**src/hw/tape_chk_pkg.sv**
```systemverilog
package tape_chk_pkg;

   // ------------------------------------------------------------
   // register map (byte addresses)
   // ------------------------------------------------------------
   localparam logic [7:0] CTRL_OFS     = 8'h00;
   localparam logic [7:0] STATUS_OFS   = 8'h04;
   localparam logic [7:0] IRQ_STAT_OFS = 8'h08;
   localparam logic [7:0] IRQ_CLR_OFS  = 8'h0C;
   localparam logic [7:0] IRQ_EN_OFS   = 8'h10;

   // ------------------------------------------------------------
   // control fields
   // ------------------------------------------------------------
   localparam int CTRL_RUN_BIT  = 0;
   localparam int CTRL_HALT_BIT = 1;
   localparam int CTRL_MODE_LSB = 2;
   localparam logic [3:0] CTRL_RESET = 4'h0;
   localparam logic [1:0] MODE_BLOCK = 2'h0;
   localparam logic [1:0] MODE_CONT  = 2'h1;
   localparam logic [1:0] MODE_CYCLE = 2'h2;

   // ------------------------------------------------------------
   // status fields
   // ------------------------------------------------------------
   localparam int STAT_DIR_BIT   = 0;
   localparam int STAT_DRIVE_BIT = 1;
   localparam int STAT_INH_BIT   = 2;
   localparam int STAT_ERRL_BIT  = 3;
   localparam int STAT_VERT_BIT  = 4;
   localparam int STAT_SHOW_BIT  = 5;
   localparam int STAT_HALT_BIT  = 6;
   localparam int STAT_LONG_LSB  = 16;

   // interrupt events: end of block, vertical error, longitudinal error, halted
   localparam int IRQ_W = 4;
   localparam logic [IRQ_W-1:0] IRQ_EN_RESET = 4'h0;
   localparam logic [1:0] RESP_OKAY   = 2'h0;
   localparam logic [1:0] RESP_SLVERR = 2'h2;

   // ------------------------------------------------------------
   // timing
   // ------------------------------------------------------------
   localparam int CLK_PERIOD_NS   = 10;
   localparam int READ_PERIOD_NS  = 1000;
   // gap measured in tenths of a read-clock period
   localparam int EOD_TENTHS      = 25;
   localparam int CHECK_PERIODS   = 10;
   localparam int EOD_CYC         = (EOD_TENTHS * READ_PERIOD_NS) / (10 * CLK_PERIOD_NS);
   localparam int CHECK_CYC       = (CHECK_PERIODS * READ_PERIOD_NS) / CLK_PERIOD_NS;
   localparam int DISPLAY_MS      = 250;
   localparam int TIMER_W         = 25;

   typedef enum logic [2:0] {ST_IDLE, ST_CLEAR, ST_RUN, ST_CHECK, ST_SHOW, ST_HALT} phase_t;

endpackage

```
**src/hw/tape_read_test_cycle_control.sv**
```systemverilog
`timescale 1ns/100ps
// ------------------------------------------------------------
// Overview of operation
// - block mode checks blocks like read-after-write
// - halt-on-parity-error available in read-only mode
// - no write-inhibit line is driven
// - continuous mode suppresses longitudinal error indication
// - cycle mode rereads block in reverse
// - cycle mode forces error latch non-halting
// - direction flop toggles on each clear pulse in cycle mode, else is set forward
// - reverse direction plus drive in cycle mode drives reverse low
// - reverse start inhibits end detection, vertical check
// - check-character gap ignored while inhibit active
// - two-count counter ends inhibit, then clears
// - reverse stops twelve and half periods later
// - drive clear raises commands; next clear forward
// - end-of-data after two and half quiet periods
// - ten-period check window masks vertical parity
// - 250 ms display, its end restarts
// - halt with latched error blocks restart
module tape_read_test_cycle_control
   import tape_chk_pkg::*;
#(
   parameter int unsigned DISPLAY_CYC = (DISPLAY_MS * 1000000) / CLK_PERIOD_NS
) (
   input  wire logic        clock_in,
   input  wire logic        sys_rst_in,
   input  wire logic        clk_en_in,
   input  wire logic        read_clock_in,
   input  wire logic [8:0]  read_data_in,
   input  wire logic [7:0]  s_axi_awaddr,
   input  wire logic        s_axi_awvalid,
   output logic             s_axi_awready,
   input  wire logic [31:0] s_axi_wdata,
   input  wire logic [3:0]  s_axi_wstrb,
   input  wire logic        s_axi_wvalid,
   output logic             s_axi_wready,
   output logic [1:0]       s_axi_bresp,
   output logic             s_axi_bvalid,
   input  wire logic        s_axi_bready,
   input  wire logic [7:0]  s_axi_araddr,
   input  wire logic        s_axi_arvalid,
   output logic             s_axi_arready,
   output logic [31:0]      s_axi_rdata,
   output logic [1:0]       s_axi_rresp,
   output logic             s_axi_rvalid,
   input  wire logic        s_axi_rready,
   output logic             read_forward_cmd_n_out,
   output logic             read_reverse_cmd_n_out,
   output logic             vertical_parity_err_n_out,
   output logic             long_parity_err_n_out,
   output logic             end_of_block_pulse_n_out,
   output logic             display_active_out,
   output logic [8:0]       long_parity_display_out,
   output logic             vertical_parity_indicator_out,
   output logic             irq_out
);

   // ------------------------------------------------------------
   // state
   // ------------------------------------------------------------
   typedef struct packed {
      phase_t             phase;
      logic [2:0]         rc_sync;
      logic               rc_lvl;
      logic [2:0][8:0]    data_sync;
      logic [TIMER_W-1:0] timer;
      logic               seen;
      logic               drive;
      logic               dir;
      logic               inhibit;
      logic               cnt2;
      logic               vert_err;
      logic               err_latch;
      logic [8:0]         lacc;
      logic [8:0]         long_err;
      logic [3:0]         ctrl;
      logic [IRQ_W-1:0]   irq_stat;
      logic [IRQ_W-1:0]   irq_en;
      logic               aw_got;
      logic               w_got;
      logic [7:0]         awaddr;
      logic [31:0]        wdata;
      logic               wstrb0;
      logic               awready;
      logic               wready;
      logic               bvalid;
      logic [1:0]         bresp;
      logic               arready;
      logic               rvalid;
      logic [31:0]        rdata;
      logic [1:0]         rresp;
      logic               fwd_n;
      logic               rev_n;
      logic               vpar_n;
      logic               lpar_n;
      logic               eob_n;
      logic               show;
      logic [8:0]         lpd;
      logic               irq;
   } core_t;

   localparam core_t CORE_RESET = '{
      phase: ST_IDLE, ctrl: CTRL_RESET, irq_en: IRQ_EN_RESET,
      awready: 1'b1, wready: 1'b1, arready: 1'b1,
      fwd_n: 1'b1, rev_n: 1'b1, vpar_n: 1'b1, lpar_n: 1'b1, eob_n: 1'b1,
      default: '0
   };

   localparam logic [TIMER_W-1:0] EOD_LAST     = TIMER_W'(EOD_CYC - 1);
   localparam logic [TIMER_W-1:0] CHECK_LAST   = TIMER_W'(CHECK_CYC - 1);
   localparam logic [TIMER_W-1:0] DISPLAY_LAST = TIMER_W'(DISPLAY_CYC - 1);

   core_t s_ff;
   core_t nxt_s;

   always_comb begin
      logic             rc_edge;
      logic [8:0]       ch;
      logic             run;
      logic             halt_sel;
      logic             cyc;
      logic             cont;
      logic             wr;
      logic [IRQ_W-1:0] ev;
      logic [IRQ_W-1:0] clr;
      logic [31:0]      rd;
      logic [1:0]       rresp;
      rc_edge  = 1'b0;
      ch       = s_ff.data_sync[2];
      run      = s_ff.ctrl[CTRL_RUN_BIT];
      halt_sel = s_ff.ctrl[CTRL_HALT_BIT];
      cyc      = s_ff.ctrl[CTRL_MODE_LSB +: 2] == MODE_CYCLE;
      cont     = s_ff.ctrl[CTRL_MODE_LSB +: 2] == MODE_CONT;
      wr       = 1'b0;
      ev       = '0;
      clr      = '0;
      rd       = '0;
      rresp    = RESP_OKAY;
      nxt_s    = s_ff;

      // ------------------------------------------------------------
      // read clock and data pins
      // ------------------------------------------------------------
      // a pulse counts only once the last two stages agree, filtering glitches
      nxt_s.rc_sync   = {s_ff.rc_sync[1:0], read_clock_in};
      nxt_s.data_sync = {s_ff.data_sync[1:0], read_data_in};
      if (s_ff.rc_sync[1] == s_ff.rc_sync[2]) begin
         nxt_s.rc_lvl = s_ff.rc_sync[2];
         rc_edge      = s_ff.rc_sync[2] && !s_ff.rc_lvl;
      end
      nxt_s.eob_n  = 1'b1;
      nxt_s.vpar_n = 1'b1;

      // halting is only possible with the error-stop selection outside cycle mode
      if (cyc || !halt_sel) begin
         nxt_s.err_latch = 1'b0;
      end

      // ------------------------------------------------------------
      // sequencer; the write-inhibit line is deliberately absent
      // ------------------------------------------------------------
      case (s_ff.phase)
         ST_IDLE: begin
            nxt_s.drive = 1'b0;
            if (run) begin
               // preset so the first toggle in cycle mode selects forward
               nxt_s.dir   = !cyc;
               nxt_s.phase = ST_CLEAR;
            end
         end
         ST_CLEAR: begin
            nxt_s.vert_err = 1'b0;
            nxt_s.lacc     = '0;
            nxt_s.long_err = '0;
            nxt_s.seen     = 1'b0;
            nxt_s.timer    = '0;
            nxt_s.cnt2     = 1'b0;
            nxt_s.inhibit  = 1'b0;
            nxt_s.dir      = cyc ? !s_ff.dir : 1'b1;
            if (cyc && s_ff.dir) begin
               nxt_s.inhibit = 1'b1;
            end
            nxt_s.drive = run;
            nxt_s.phase = run ? ST_RUN : ST_IDLE;
         end
         ST_RUN: begin
            if (rc_edge) begin
               nxt_s.seen  = 1'b1;
               nxt_s.timer = '0;
               nxt_s.lacc  = s_ff.lacc ^ ch;
               if (s_ff.inhibit) begin
                  // check char then first data char end the inhibit
                  nxt_s.cnt2 = 1'b1;
                  if (s_ff.cnt2) begin
                     nxt_s.inhibit = 1'b0;
                     nxt_s.cnt2    = 1'b0;
                  end
               end else if (!(^ch)) begin
                  nxt_s.vert_err = 1'b1;
                  nxt_s.vpar_n   = 1'b0;
                  ev[1]          = 1'b1;
               end
            end else if (s_ff.seen && !s_ff.inhibit) begin
               nxt_s.timer = s_ff.timer + 1'b1;
               if (s_ff.timer == EOD_LAST) begin
                  nxt_s.timer = '0;
                  nxt_s.phase = ST_CHECK;
               end
            end
            if (!run) begin
               nxt_s.phase = ST_IDLE;
            end
         end
         ST_CHECK: begin
            // check characters are accumulated but never vertically checked
            if (rc_edge) begin
               nxt_s.lacc = s_ff.lacc ^ ch;
            end
            nxt_s.timer = s_ff.timer + 1'b1;
            if (s_ff.timer == CHECK_LAST) begin
               nxt_s.timer    = '0;
               nxt_s.drive    = 1'b0;
               nxt_s.eob_n    = 1'b0;
               nxt_s.long_err = cont ? 9'h000 : s_ff.lacc;
               ev[0]          = 1'b1;
               ev[2]          = !cont && (s_ff.lacc != 9'h000);
               nxt_s.phase    = ST_SHOW;
            end
         end
         ST_SHOW: begin
            if (halt_sel && !cyc && (s_ff.vert_err || s_ff.long_err != 9'h000)) begin
               nxt_s.err_latch = 1'b1;
            end
            nxt_s.timer = s_ff.timer + 1'b1;
            if (s_ff.timer == DISPLAY_LAST) begin
               nxt_s.timer = '0;
               if (nxt_s.err_latch) begin
                  nxt_s.phase = ST_HALT;
                  ev[3]       = 1'b1;
               end else begin
                  nxt_s.phase = ST_CLEAR;
               end
            end
         end
         ST_HALT: begin
            if (!run) begin
               nxt_s.phase = ST_IDLE;
            end else if (!nxt_s.err_latch) begin
               nxt_s.phase = ST_CLEAR;
            end
         end
         default: begin
            nxt_s.phase = ST_IDLE;
         end
      endcase

      // ------------------------------------------------------------
      // register bus
      // ------------------------------------------------------------
      if (s_axi_awvalid && s_ff.awready) begin
         nxt_s.aw_got = 1'b1;
         nxt_s.awaddr = s_axi_awaddr;
      end
      if (s_axi_wvalid && s_ff.wready) begin
         nxt_s.w_got  = 1'b1;
         nxt_s.wdata  = s_axi_wdata;
         nxt_s.wstrb0 = s_axi_wstrb[0];
      end
      if (s_ff.bvalid && s_axi_bready) begin
         nxt_s.bvalid = 1'b0;
      end
      if (s_ff.aw_got && s_ff.w_got && !s_ff.bvalid) begin
         wr           = s_ff.wstrb0;
         nxt_s.aw_got = 1'b0;
         nxt_s.w_got  = 1'b0;
         nxt_s.bvalid = 1'b1;
         nxt_s.bresp  = RESP_OKAY;
         case (s_ff.awaddr)
            CTRL_OFS: begin
               if (wr) begin
                  nxt_s.ctrl = s_ff.wdata[3:0];
               end
            end
            IRQ_CLR_OFS: begin
               if (wr) begin
                  clr = s_ff.wdata[IRQ_W-1:0];
               end
            end
            IRQ_EN_OFS: begin
               if (wr) begin
                  nxt_s.irq_en = s_ff.wdata[IRQ_W-1:0];
               end
            end
            STATUS_OFS, IRQ_STAT_OFS: begin
               nxt_s.bresp = RESP_OKAY;
            end
            default: begin
               nxt_s.bresp = RESP_SLVERR;
            end
         endcase
      end
      nxt_s.awready = !nxt_s.aw_got && !nxt_s.bvalid;
      nxt_s.wready  = !nxt_s.w_got && !nxt_s.bvalid;

      case (s_axi_araddr)
         CTRL_OFS:     rd[3:0] = s_ff.ctrl;
         IRQ_STAT_OFS: rd[IRQ_W-1:0] = s_ff.irq_stat;
         IRQ_EN_OFS:   rd[IRQ_W-1:0] = s_ff.irq_en;
         IRQ_CLR_OFS:  rd = '0;
         STATUS_OFS: begin
            rd[STAT_DIR_BIT]            = s_ff.dir;
            rd[STAT_DRIVE_BIT]          = s_ff.drive;
            rd[STAT_INH_BIT]            = s_ff.inhibit;
            rd[STAT_ERRL_BIT]           = s_ff.err_latch;
            rd[STAT_VERT_BIT]           = s_ff.vert_err;
            rd[STAT_SHOW_BIT]           = s_ff.phase == ST_SHOW;
            rd[STAT_HALT_BIT]           = s_ff.phase == ST_HALT;
            rd[STAT_LONG_LSB +: 9]      = s_ff.long_err;
         end
         default: rresp = RESP_SLVERR;
      endcase
      if (s_ff.rvalid && s_axi_rready) begin
         nxt_s.rvalid = 1'b0;
      end
      if (s_axi_arvalid && s_ff.arready) begin
         nxt_s.rvalid = 1'b1;
         nxt_s.rdata  = rd;
         nxt_s.rresp  = rresp;
      end
      nxt_s.arready = !nxt_s.rvalid;

      // ------------------------------------------------------------
      // interrupts and pin outputs
      // ------------------------------------------------------------
      // an event in the clearing cycle survives the clear
      nxt_s.irq_stat = (s_ff.irq_stat & ~clr) | ev;
      nxt_s.irq      = |(nxt_s.irq_stat & nxt_s.irq_en);
      nxt_s.fwd_n    = !(nxt_s.drive && (nxt_s.dir || !cyc));
      nxt_s.rev_n    = !(nxt_s.drive && !nxt_s.dir && cyc);
      nxt_s.show     = nxt_s.phase == ST_SHOW;
      nxt_s.lpd      = nxt_s.show ? nxt_s.long_err : 9'h000;
      nxt_s.lpar_n   = !(nxt_s.show && nxt_s.long_err != 9'h000);
   end

   // stalls the whole block, including the pin synchronisers, while low
   always_ff @(posedge clock_in or posedge sys_rst_in) begin
      if (sys_rst_in) begin
         s_ff <= CORE_RESET;
      end else if (clk_en_in) begin
         s_ff <= nxt_s;
      end
   end

   assign s_axi_awready                 = s_ff.awready;
   assign s_axi_wready                  = s_ff.wready;
   assign s_axi_bresp                   = s_ff.bresp;
   assign s_axi_bvalid                  = s_ff.bvalid;
   assign s_axi_arready                 = s_ff.arready;
   assign s_axi_rdata                   = s_ff.rdata;
   assign s_axi_rresp                   = s_ff.rresp;
   assign s_axi_rvalid                  = s_ff.rvalid;
   assign read_forward_cmd_n_out        = s_ff.fwd_n;
   assign read_reverse_cmd_n_out        = s_ff.rev_n;
   assign vertical_parity_err_n_out     = s_ff.vpar_n;
   assign long_parity_err_n_out         = s_ff.lpar_n;
   assign end_of_block_pulse_n_out      = s_ff.eob_n;
   assign display_active_out            = s_ff.show;
   assign long_parity_display_out       = s_ff.lpd;
   assign vertical_parity_indicator_out = s_ff.vert_err;
   assign irq_out                       = s_ff.irq;

endmodule

```
**config.mk**
```make
export PLATFORM = sky130hd
export DESIGN_NAME = tape_read_test_cycle_control
export DESIGN_NICKNAME = d
export VERILOG_FILES = /design/src/hw/tape_chk_pkg.sv /design/src/hw/tape_read_test_cycle_control.sv
export SDC_FILE = /design/constraint.sdc
export NUM_CORES = 1
export LEC_CHECK = 0
export BUFFER_PORTS_ARGS = -buffer_cell sky130_fd_sc_hd__buf_2
export CAP_MARGIN = 25
export CORE_AREA = 5 5 180 182
export CTS_CLUSTER_DIAMETER = 30
export DETAILED_ROUTE_END_ITERATION = 10
export DIE_AREA = 0 0 185 187
export GPL_ROUTABILITY_DRIVEN = 0
export PLACE_DENSITY = 0.47
export SYNTH_ARGS = -nofsm -noshare
export SYNTH_HDL_FRONTEND = slang
export SYNTH_SLANG_ARGS = --single-unit
```
**constraint.sdc**
```tcl
create_clock -name clock_in -period 11.9 [get_ports clock_in]
set_input_delay 3.57 -clock clock_in [delete_from_list [all_inputs] [get_ports clock_in]]
set_output_delay 3.57 -clock clock_in [all_outputs]
set_load 0.03 [all_outputs]
```
### After elaboration in Yosys (flattened, before gate mapping)

Index checks and enable logic that the tools add are counted.

* flip-flop bits (word level): 152
* output and inout bits: 58
* word-level logic and storage cells: 211

* $add $sub $neg: 1
* equality and inequality tests: 26
* mux-type cells: 77
* bitwise operators: 5
* reduce and logical (&&, ||, !) cells: 62

Operator list (number)
* $mux 25: 5
* $pmux 25 s4: 1
* $mux 9: 5
* $mux 3: 13
* $pmux 9 s2: 2
* $mux 35: 1
* $mux 1: 33
* $eq 8x4->1 const B: 4
* $reduce_bool 9->1: 3
* $add 25x1->25 const B: 1
* $eq 25x10->1 const B: 1
* $eq 25x25->1 const B: 1
* $eq 25x8->1 const B: 1
* $mux 4: 5
* $logic_and 1x1->1: 19
* $pmux 3 s6: 1
* $eq 8x3->1 const B: 2
* $eq 8x5->1 const B: 2
* $logic_not 8->1: 2
* $pmux 4 s4: 1
* $logic_not 1->1: 15
* $mux 2: 5
* $reduce_and 2->1: 5
* $reduce_or 5->1: 2
* 27 further kinds: 41

### Longest topological paths before layout

Gate-level depths: netlist (run 1).

* depth after elaboration: 12
* gate-level depth with buffers: 9
* gate-level depth less buffers: 7

### Worst setup path after synthesis (run 1)

OpenSTA, ideal clock, no wires.

* path type: input port to flip-flop
* start point: in clk_en_in
* end point: reg s_ff[109] (netlist name)
* setup time: 0.125 ns
* data arrival time: 4.771 ns
* required time: 11.775 ns
* setup slack: 7.004 ns
* cell stages on the path: 6
* path through: inv_1 -> clkbuf_1 -> nor4_1 -> and4_1 -> clkbuf_1 -> mux2_2

* cells in the longest elaborated chain, start to end: 1

RTL lines
* start, declared: line tape_read_test_cycle_control.sv:28 `input wire logic clk_en_in,`
* $reduce_and 4->1 (no line)
* end signal, assigned: line tape_read_test_cycle_control.sv:351 `s_ff <= nxt_s;`
* end, declared: line tape_read_test_cycle_control.sv:114 `core_t s_ff;`

No other way between the ends.
A chain may end at the register's enable or synchronous reset.

### Final worst setup path (run 1)

* start point: in clk_en_in
* end point: reg s_ff[123] (netlist name)

* cells in the longest elaborated chain, start to end: 1

RTL lines
* $reduce_and 3->1 (no line)

No other way between the ends.

==> results_dict.tcl, run 1 <==
set metrics [dict create \
    synth-main-ff-cell "dfrtp_1" \
    drt_iter0_markers 272 \
    instances_no_fill 1159 \
    antenna_found_initial 1 \
    worstSetupEndpointType "register" \
    worstSetupPathType "primary input to register" \
    diodes 0 \
    cts.sinks 150 \
    synth-simple-area-share_pct 16.0 \
    drv_cap 0 \
    synth_top_family_by_area "simple AND/OR/NAND/NOR gates" \
    place_inst 1128 \
    ys_types 74 \
    worstMarginPinSlew_ns 0.948 \
    required_ns 12.18 \
    cts_tree "built" \
    track_usage_pct 10.8 \
    avgSynthCellArea_sq_um 10.5 \
    start_kind "primary input" \
    synthAdderAreaFrac_pct 0.466 \
    route.detailed.drc 0 \
    synth_edf_count 0 \
    dieArea_sq_um 34600 \
    cp_slowest_stage_delay_ns 0.87 \
    grt_max_degree 82 \
    ant_nets 0 \
    start_util_pct 24.7 \
    hold_start "s_axi_rdata[1]$_DFFE_PP0P_" \
    clock_skew_ns 0.0106 \
    ys_ff_latch 150 \
    arrival_ns 5.57 \
    die_x_microns 185 \
    finalNetCount 823 \
    post-dp-hpwl_mm 13.0 \
    grt_pass1_wl_mm 29.9 \
    fmaxAchievable_mhz 189 \
    overflow 0 \
    finalHoldViolCount 0 \
    core_sq_um 30400 \
    critPathBufInv 3 \
    crit_family "simple AND/OR/NAND/NOR gates" \
    synth-async-reset-ratio_pct 100 \
    period_share_pct 44.5 \
    boundaryPins 128 \
    status "complete, no violations" \
    synth.yosys.seq_area_share_pct 50.1 \
    grt_pass1_vias 5312 \
    placement_rows 64 \
    holdBufCountCts 0 \
    min_path_type "register to register" \
    die_h_microns 187 \
    reg2reg_from "s_ff[137]$_DFFE_PP0P_" \
    synth_compound_area_share_pct 13.7 \
    relSlewSlack_pct 36.3 \
    post-cts-setup-buffers 0 \
    post_drt_via_cell_ratio 4.53 \
    synth.top_cell.area_share_pct 47.3 \
    rsz0062_at_grt "false" \
    clockBufferDepth 2 \
    clk_pin_slew_ns 0.06 \
    root_buffer "clkbuf_16" \
    syn_area_sq_um 7520 \
    area_delta_synth_final_pct 14.0 \
    syn_inst 713 \
    path_cells "buf_2 -> inv_1 -> buf_4 -> nor4_2 -> nand2_1 -> xor2_1 -> nor2_1" \
    p_leak_nw 3.74 \
    muxShareOfSynthArea_pct 8.14 \
    setup_viol 0 \
    netlist_top_cells_count "dfrtp_1 (142), nor2_1 (68), nand2_1 (56), mux2_2 (49), buf_4 (46)" \
    clk_latency_ns 0.42 \
    setup_tns_ns 0 \
    first_pass_iters 4 \
    holdWs_ns 0.476 \
    cts_htree_levels 4 \
    yosysTopAreaCell "dfrtp_1" \
    cts_resized 0 \
    yosysMostFrequentCell "dfrtp_1" \
    ir_drop_v 0.000110 \
    wl_per_cell_microns 15.7 \
    numCtsBuffers 17 \
    post-route-util_pct 28.2 \
    post-route-min-period_ns 5.30 \
    port-buffer-count 78 \
    synthXorXnorAreaFrac_pct 3.79 \
    drv_slew 0 \
    cpMaxStageDelayCell "nor4_2" \
    synthTopCellsByArea "dfrtp_1 (47%), mux2_2 (7.3%), buf_4 (4.6%)" \
    yosys_warnings 0 \
    wl_mm 18.2 \
    startpoint "clk_en_in" \
    cp_max_fo 23 \
    vias 5249 \
    drive_gt1_share_pct 24.8 \
    power-per-cell-area_nw_per_um2 183 \
]
cell usage in the layout (no fill, tap or decap), types with 4 or more instances in the layout:
cell and count:
a22oi_1 11, mux2_2 49, nor2_1 68, nand2_1 56, clkbuf_16 17, a21o_1 4, a21oi_1 21, dfstp_2 8
and4_1 5, nor3_1 11, buf_2 78, dfrtp_1 142, a31oi_1 7, nor3b_1 4, mux2i_1 6, o2bb2ai_1 9
nor2b_1 6, nor4_1 10, conb_1 18, a22o_1 32, inv_6 4, nand4_1 5, inv_1 20, xor2_1 11
nand3_1 18, nand2b_1 4, xnor2_1 19, o21ai_0 38
worst register-to-register path, cell delays in order (launching register included):
cell	delay, ns
dfrtp_1	0.43
ha_1	0.31
nand4_1	0.20
nor4_4	0.31
and2_4	0.24
o21ai_1	0.26
or2_1	0.46
a22o_1	0.28
power breakdown:
part / internal (W) / switching (W)
registers: 0.000598 / 0.0000970
clock network: 0.000321 / 0.000217
logic: 0.000141 / 0.000196
total: 0.00106 / 0.000510
flip-flops by register name (all words and copies together) (netlist names), 9 cells and up:
register	flops
s_ff	90
s_axi_rdata	16
long_parity_display_out	9
nxt_s	20
layer usage:
layer  part of all wire (%)  wire length [microns]  track usage (%)
met5                  0.071                     13                0
met1                     51                   9310             15.9
met2                     42                   7680             15.4
met4                    1.1                    205             2.85
met3                    5.5                   1010             3.03
final timing paths:
| kind | end | slack [ns] | depth (start not counted) |
|---|---|---|---|
| min reg2reg | s_axi_rdata[1]$_DFFE_PP0P_ | 0.48 | 2 |
| max | s_ff[123]$_DFFE_PP0P_ | 6.60 | 7 |
| min in group asynchronous | s_ff[97]$_DFFE_PP0P_ | 3.30 | 2 |
| max in group asynchronous | s_ff[118]$_DFFE_PP0P_ | 7.20 | 3 |
| max reg2reg | s_ff[112]$_DFFE_PP0P_ | 9.31 | 7 |
| min | s_axi_rdata[1]$_DFFE_PP0P_ | 0.48 | 2 |
layout make-up:
type,instances,area [sq um]
clock buffer,21,460
sequential,150,3760
fill,3222,21900
tap,396,495
timing repair buffer,81,413
clock inverter,10,121
multi-input combinational,479,3230
inverter,22,87.6
logic make-up after synthesis:
family	Yosys count
mux	55
compound gates	147
xor+xnor	31
buf+inv	101
fa+ha+maj	3
simple gates	225
other cells	1
flops	150
metrics by stage:
| step | setup slack (ns) | instance area (sq um) | total power (W) |
|---|---|---|---|
| after global placement | 6.18 | 7990 | 0.00104 |
| after CTS | 6.62 | 8570 | 0.00159 |
| after detailed placement | 6.18 | 7990 | 0.00105 |
| after floorplan | 4.31 | 7580 | 0.000960 |
| final | 6.60 | 8570 | 0.00157 |
| after global routing | 6.43 | 8570 | 0.00166 |
No activity file was read; power rests on OpenSTA's default activity.
==> run 2: changes to the inputs <==
Clock period 11.9 ns to 5.5 ns, I/O delays scaled along.
==> run 2 against run 1 <==
Routed wire length is 1.8% higher. Sequential cell count stayed put. Utilization is 0.14 points higher. Largest cell class unchanged.
==> results_dict.tcl, run 2 (same netlist as run 1, synthesis figures left out) <==
set metrics [dict create \
    seq_power_share_pct 44.4 \
    status "complete, no violations" \
    finalHoldViolCount 0 \
    wl_mm 18.5 \
    p_leak_nw 3.76 \
    clk_latency_ns 0.42 \
    drt_iter0_markers 289 \
    dieArea_sq_um 34600 \
    rsz0062_at_grt "false" \
    layout_commonest_cell "dfrtp_1" \
    post_drt_via_cell_ratio 4.53 \
    cts.sinks 150 \
    holdBufCountCts 0 \
    instances_no_fill 1164 \
    worstSetupEndpointType "register" \
    ant_nets 0 \
    drv_cap 0 \
    fmaxAchievable_mhz 309 \
    post-route-min-period_ns 3.24 \
    post-dp-hpwl_mm 13.3 \
    wl_per_cell_microns 15.9 \
    grt_pass1_vias 5271 \
    root_buffer "clkbuf_16" \
    stdcell_area_sq_um 8620 \
    arrival_ns 3.53 \
    rr_worst_depth 7 \
    drv_slew 0 \
    switching_share_pct 33.9 \
    first_pass_iters 4 \
    post-route-util_pct 28.3 \
    setup_viol 0 \
    antenna_found_initial 0 \
    mostFrequentLayoutCells "dfrtp_1 (142), buf_2 (78), nor2_1 (68), nand2_1 (56), mux2_2 (49)" \
    clockBufferDepth 2 \
    post-cts-setup-buffers 0 \
    area_delta_synth_final_pct 14.6 \
    start_kind "primary input" \
    largest_reg_flops 90 \
    period_share_pct 58.9 \
    clock_skew_ns 0.0108 \
    diodes 0 \
    cts_resized 0 \
    worstSetupPathType "primary input to register" \
    vias 5275 \
    place_inst 1131 \
    grt_max_degree 63 \
    overflow 0 \
    relSlewSlack_pct 41.8 \
    track_usage_pct 11.0 \
    cts_tree "built" \
    route.detailed.drc 0 \
    min_path_type "register to register" \
    die_h_microns 187 \
    intPower_w 0.00224 \
    grt_pass1_wl_mm 30.4 \
    boundaryPins 128 \
    cts_htree_levels 4 \
    numCtsBuffers 17 \
    finalNetCount 827 \
    setup_tns_ns 0 \
    power-per-cell-area_nw_per_um2 393 \
    required_ns 5.79 \
    placed_cell_area_sq_um 8030 \
    start_util_pct 24.7 \
    largest_register "s_ff" \
    clk_pin_slew_ns 0.07 \
    p_comb_share_pct 21.7 \
    core_sq_um 30400 \
    die_x_microns 185 \
    min_path_cells 2 \
    ir_drop_v 0.000217 \
    drive_gt1_share_pct 25.5 \
    switching_power_w 0.00115 \
    worstMarginPinSlew_ns 0.865 \
    p_clk_share_pct 33.9 \
    placement_rows 64 \
    port-buffer-count 78 \
    cp_max_fo 15 \
]
[run 2: final timing paths]
check / slack [ns] / end / start
setup / recovery: 2.26 / s_ff[154]$_DFFE_PP0P_ / clk_en_in
hold / removal: 0.48 / s_axi_rresp[1]$_DFFE_PP0P_ / s_axi_rresp[1]$_DFFE_PP0P_
setup reg to reg: 2.92 / s_ff[115]$_DFFE_PP0P_ / s_ff[137]$_DFFE_PP0P_
hold reg to reg: 0.48 / s_axi_rresp[1]$_DFFE_PP0P_ / s_axi_rresp[1]$_DFFE_PP0P_
max in group asynchronous: 3.25 / long_parity_err_n_out$_DFFE_PP1P_ / sys_rst_in
min in group asynchronous: 1.19 / s_ff[139]$_DFFE_PP0P_ / sys_rst_in
[run 2: critical path: stages]
cell,delay [ns]
buf_2,0.23
inv_1,0.35
a21oi_4,0.32
and2_1,0.33
and2_1,0.52
nor2_1,0.11
[run 2: area by class of cell]
cell class	count	area, sq um
Multi-Input combinational cell	479	3230
Clock buffer	17	425
Clock inverter	15	144
Tap cell	396	495
Timing Repair Buffer	85	468
Sequential cell	150	3760
Inverter	22	86.3
Fill cell	3213	21800
[run 2: power by group through the flow]
stage | combinational [W] | clock, W | sequential (W)
floorplan | 0.000603 | 0 | 0.00147
global placement | 0.000739 | 0 | 0.00152
detailed placement | 0.000745 | 0 | 0.00152
CTS | 0.000748 | 0.00119 | 0.00150
global route | 0.000818 | 0.00123 | 0.00154
finish | 0.000733 | 0.00115 | 0.00150
[run 2: through the flow]
stage	hold slack, ns	power, W	worst slack (ns)
floorplan	0.451	0.00208	1.97
global placement	0.461	0.00226	1.76
detailed placement	0.466	0.00227	1.76
CTS	0.479	0.00344	2.22
global route	0.498	0.00359	2.00
finish	0.476	0.00338	2.26
[run 2: per-layer routing]
metal / GRT usage (%) / wire [microns] / vias to the layer above
li1: - / - / 2567
met1: 16.7 / 9530 / 2558
met2: 15.3 / 7710 / 132
met3: 2.76 / 1040 / 18
met4: 3.13 / 260 / 0
met5: 0 / 0 / -
==> run 3: changes to the inputs <==
Settings changed: PLACE_DENSITY 0.47 to 0.48.
Clock period 5.5 ns to 2.8 ns, I/O delays scaled along.
==> run 3 against run 2 <==
Clock power is 110% higher. Sequential share of layout area is 0.83 points lower. Global-route usage is 0.15 points lower. Count of clock-buffer cells in the layout is 1 higher. Sequential power is 98% higher. Register-to-register slack worse by 2.5 ns. Sequential cell count stayed put. Critical path type is now register to register. Largest power group unchanged.
==> results_dict.tcl, run 3 (same netlist as run 1, synthesis figures left out) <==
set metrics [dict create \
    layout_commonest_cell "dfrtp_1" \
    numCtsBuffers 17 \
    worstSetupPathType "register to register" \
    cp_slowest_stage_delay_ns 0.41 \
    drv_cap 0 \
    min_path_cells 1 \
    drv_slew 0 \
    route.detailed.drc 0 \
    finalNetCount 838 \
    grt_pass1_vias 5242 \
    drt_iter0_markers 331 \
    r2r_setup_slack_ns 0.42 \
    placement_rows 64 \
    dieArea_sq_um 34600 \
    post-cts-setup-buffers 0 \
    cp_max_fo 9 \
    fillCellCount 3202 \
    rr_worst_depth 7 \
    vias 5246 \
    diodes 0 \
    holdBufCountCts 0 \
    setup_viol 0 \
    ir_drop_v 0.000413 \
    p_leak_nw 3.85 \
    root_buffer "clkbuf_16" \
    overflow 0 \
    instances_no_fill 1175 \
    ant_nets 0 \
    clock_skew_ns 0.0142 \
    first_pass_iters 4 \
    grt_max_degree 60 \
    clk_latency_ns 0.43 \
    post_drt_via_cell_ratio 4.46 \
    track_usage_pct 10.8 \
    cts_htree_levels 4 \
    cts_resized 0 \
    required_ns 3.16 \
    reg2reg_from "s_ff[137]$_DFFE_PP0P_" \
    fmaxAchievable_mhz 420 \
    port-buffer-count 78 \
    rsz0062_at_grt "false" \
    stdcell_area_sq_um 8780 \
    startpoint "s_ff[137]$_DFFE_PP0P_" \
    die_h_microns 187 \
    start_kind "register" \
    finalPower_w 0.00682 \
    worstMarginPinSlew_ns 0.716 \
    finalHoldViolCount 0 \
    die_x_microns 185 \
    period_share_pct 85.0 \
    relSlewSlack_pct 52.2 \
    clk_pin_slew_ns 0.07 \
    core_sq_um 30400 \
    area_delta_synth_final_pct 16.8 \
    setup_tns_ns 0 \
    clockBufferDepth 2 \
    min_path_type "register to register" \
    grt_pass1_wl_mm 29.9 \
    path_cells "ha_1 -> nand4_1 -> nor4_4 -> o2111a_1 -> buf_4 -> and2_1 -> a22o_1" \
    largest_reg_flops 90 \
    post-dp-hpwl_mm 13.4 \
    status "complete, no violations" \
    hold_start "s_ff[132]$_DFFE_PP0P_" \
    placed_cell_area_sq_um 8180 \
    boundaryPins 128 \
    post-route-min-period_ns 2.38 \
    wl_mm 18.3 \
    antenna_found_initial 0 \
    worstSetupEndpointType "register" \
    wl_per_cell_microns 15.6 \
    arrival_ns 2.74 \
    largest_register "s_ff" \
    power-per-cell-area_nw_per_um2 776 \
    start_util_pct 24.7 \
    cpMaxStageDelayCell "dfrtp_1" \
    cts.sinks 150 \
    mostFrequentLayoutCells "dfrtp_1 (142), buf_2 (78), nor2_1 (68), nand2_1 (56), mux2_2 (49)" \
    place_inst 1143 \
    drive_gt1_share_pct 26.4 \
    cts_tree "built" \
]
-- run 3: metrics by stage --
stage          hold slack, ns  util, %  setup slack (ns)
5_1_grt                 0.507     28.9             0.225
4_1_cts                 0.481     28.9             0.434
2_1_floorplan           0.451        -            0.0776
3_3_place_gp            0.466     26.9             0.380
3_5_place_dp            0.472     26.9             0.377
6_report                0.477     28.9             0.420
-- run 3: routing by layer --
| layer | vias up | routed length [microns] | global-route usage [%] |
|---|---|---|---|
| met4 | 0 | 255 | 3.11 |
| met1 | 2522 | 9500 | 17.0 |
| li1 | 2584 | - | - |
| met3 | 14 | 950 | 2.10 |
| met2 | 126 | 7610 | 14.9 |
| met5 | - | 0 | 0 |
-- run 3: worst paths after layout --
path,end
max,s_ff[117]$_DFFE_PP0P_
min in group asynchronous,s_axi_rdata[2]$_DFFE_PP0P_
min reg2reg,s_ff[132]$_DFFE_PP0P_
max in group asynchronous,vertical_parity_err_n_out$_DFFE_PP1P_
max reg2reg,s_ff[117]$_DFFE_PP0P_
min,s_ff[132]$_DFFE_PP0P_
-- run 3: final cells by class --
| type | count | area [sq um] | area share, % |
|---|---|---|---|
| Timing Repair Buffer | 96 | 601 | 6.84 |
| Tap cell | 396 | 495 | 5.64 |
| Clock buffer | 18 | 429 | 4.89 |
| Clock inverter | 14 | 175 | 1.99 |
| Multi-Input combinational cell | 479 | 3230 | 36.8 |
| Inverter | 22 | 86.3 | 0.983 |
| Sequential cell | 150 | 3760 | 42.8 |
-- run 3: worst max-delay path, delay by kind of cell (launching register included) --
kind,cells,cell delay [ns]
flip-flops,1,0.41
buffers and inverters,1,0.20
AO/OA/AOI/OAI,2,0.55
adder cells (fa/ha/maj),1,0.31
AND/OR/NAND/NOR,3,0.85
-- run 3: power breakdown --
part | internal (W) | switching [W]
Clock | 0.00141 | 0.000964
Combinational | 0.000636 | 0.000838
Sequential | 0.00254 | 0.000423
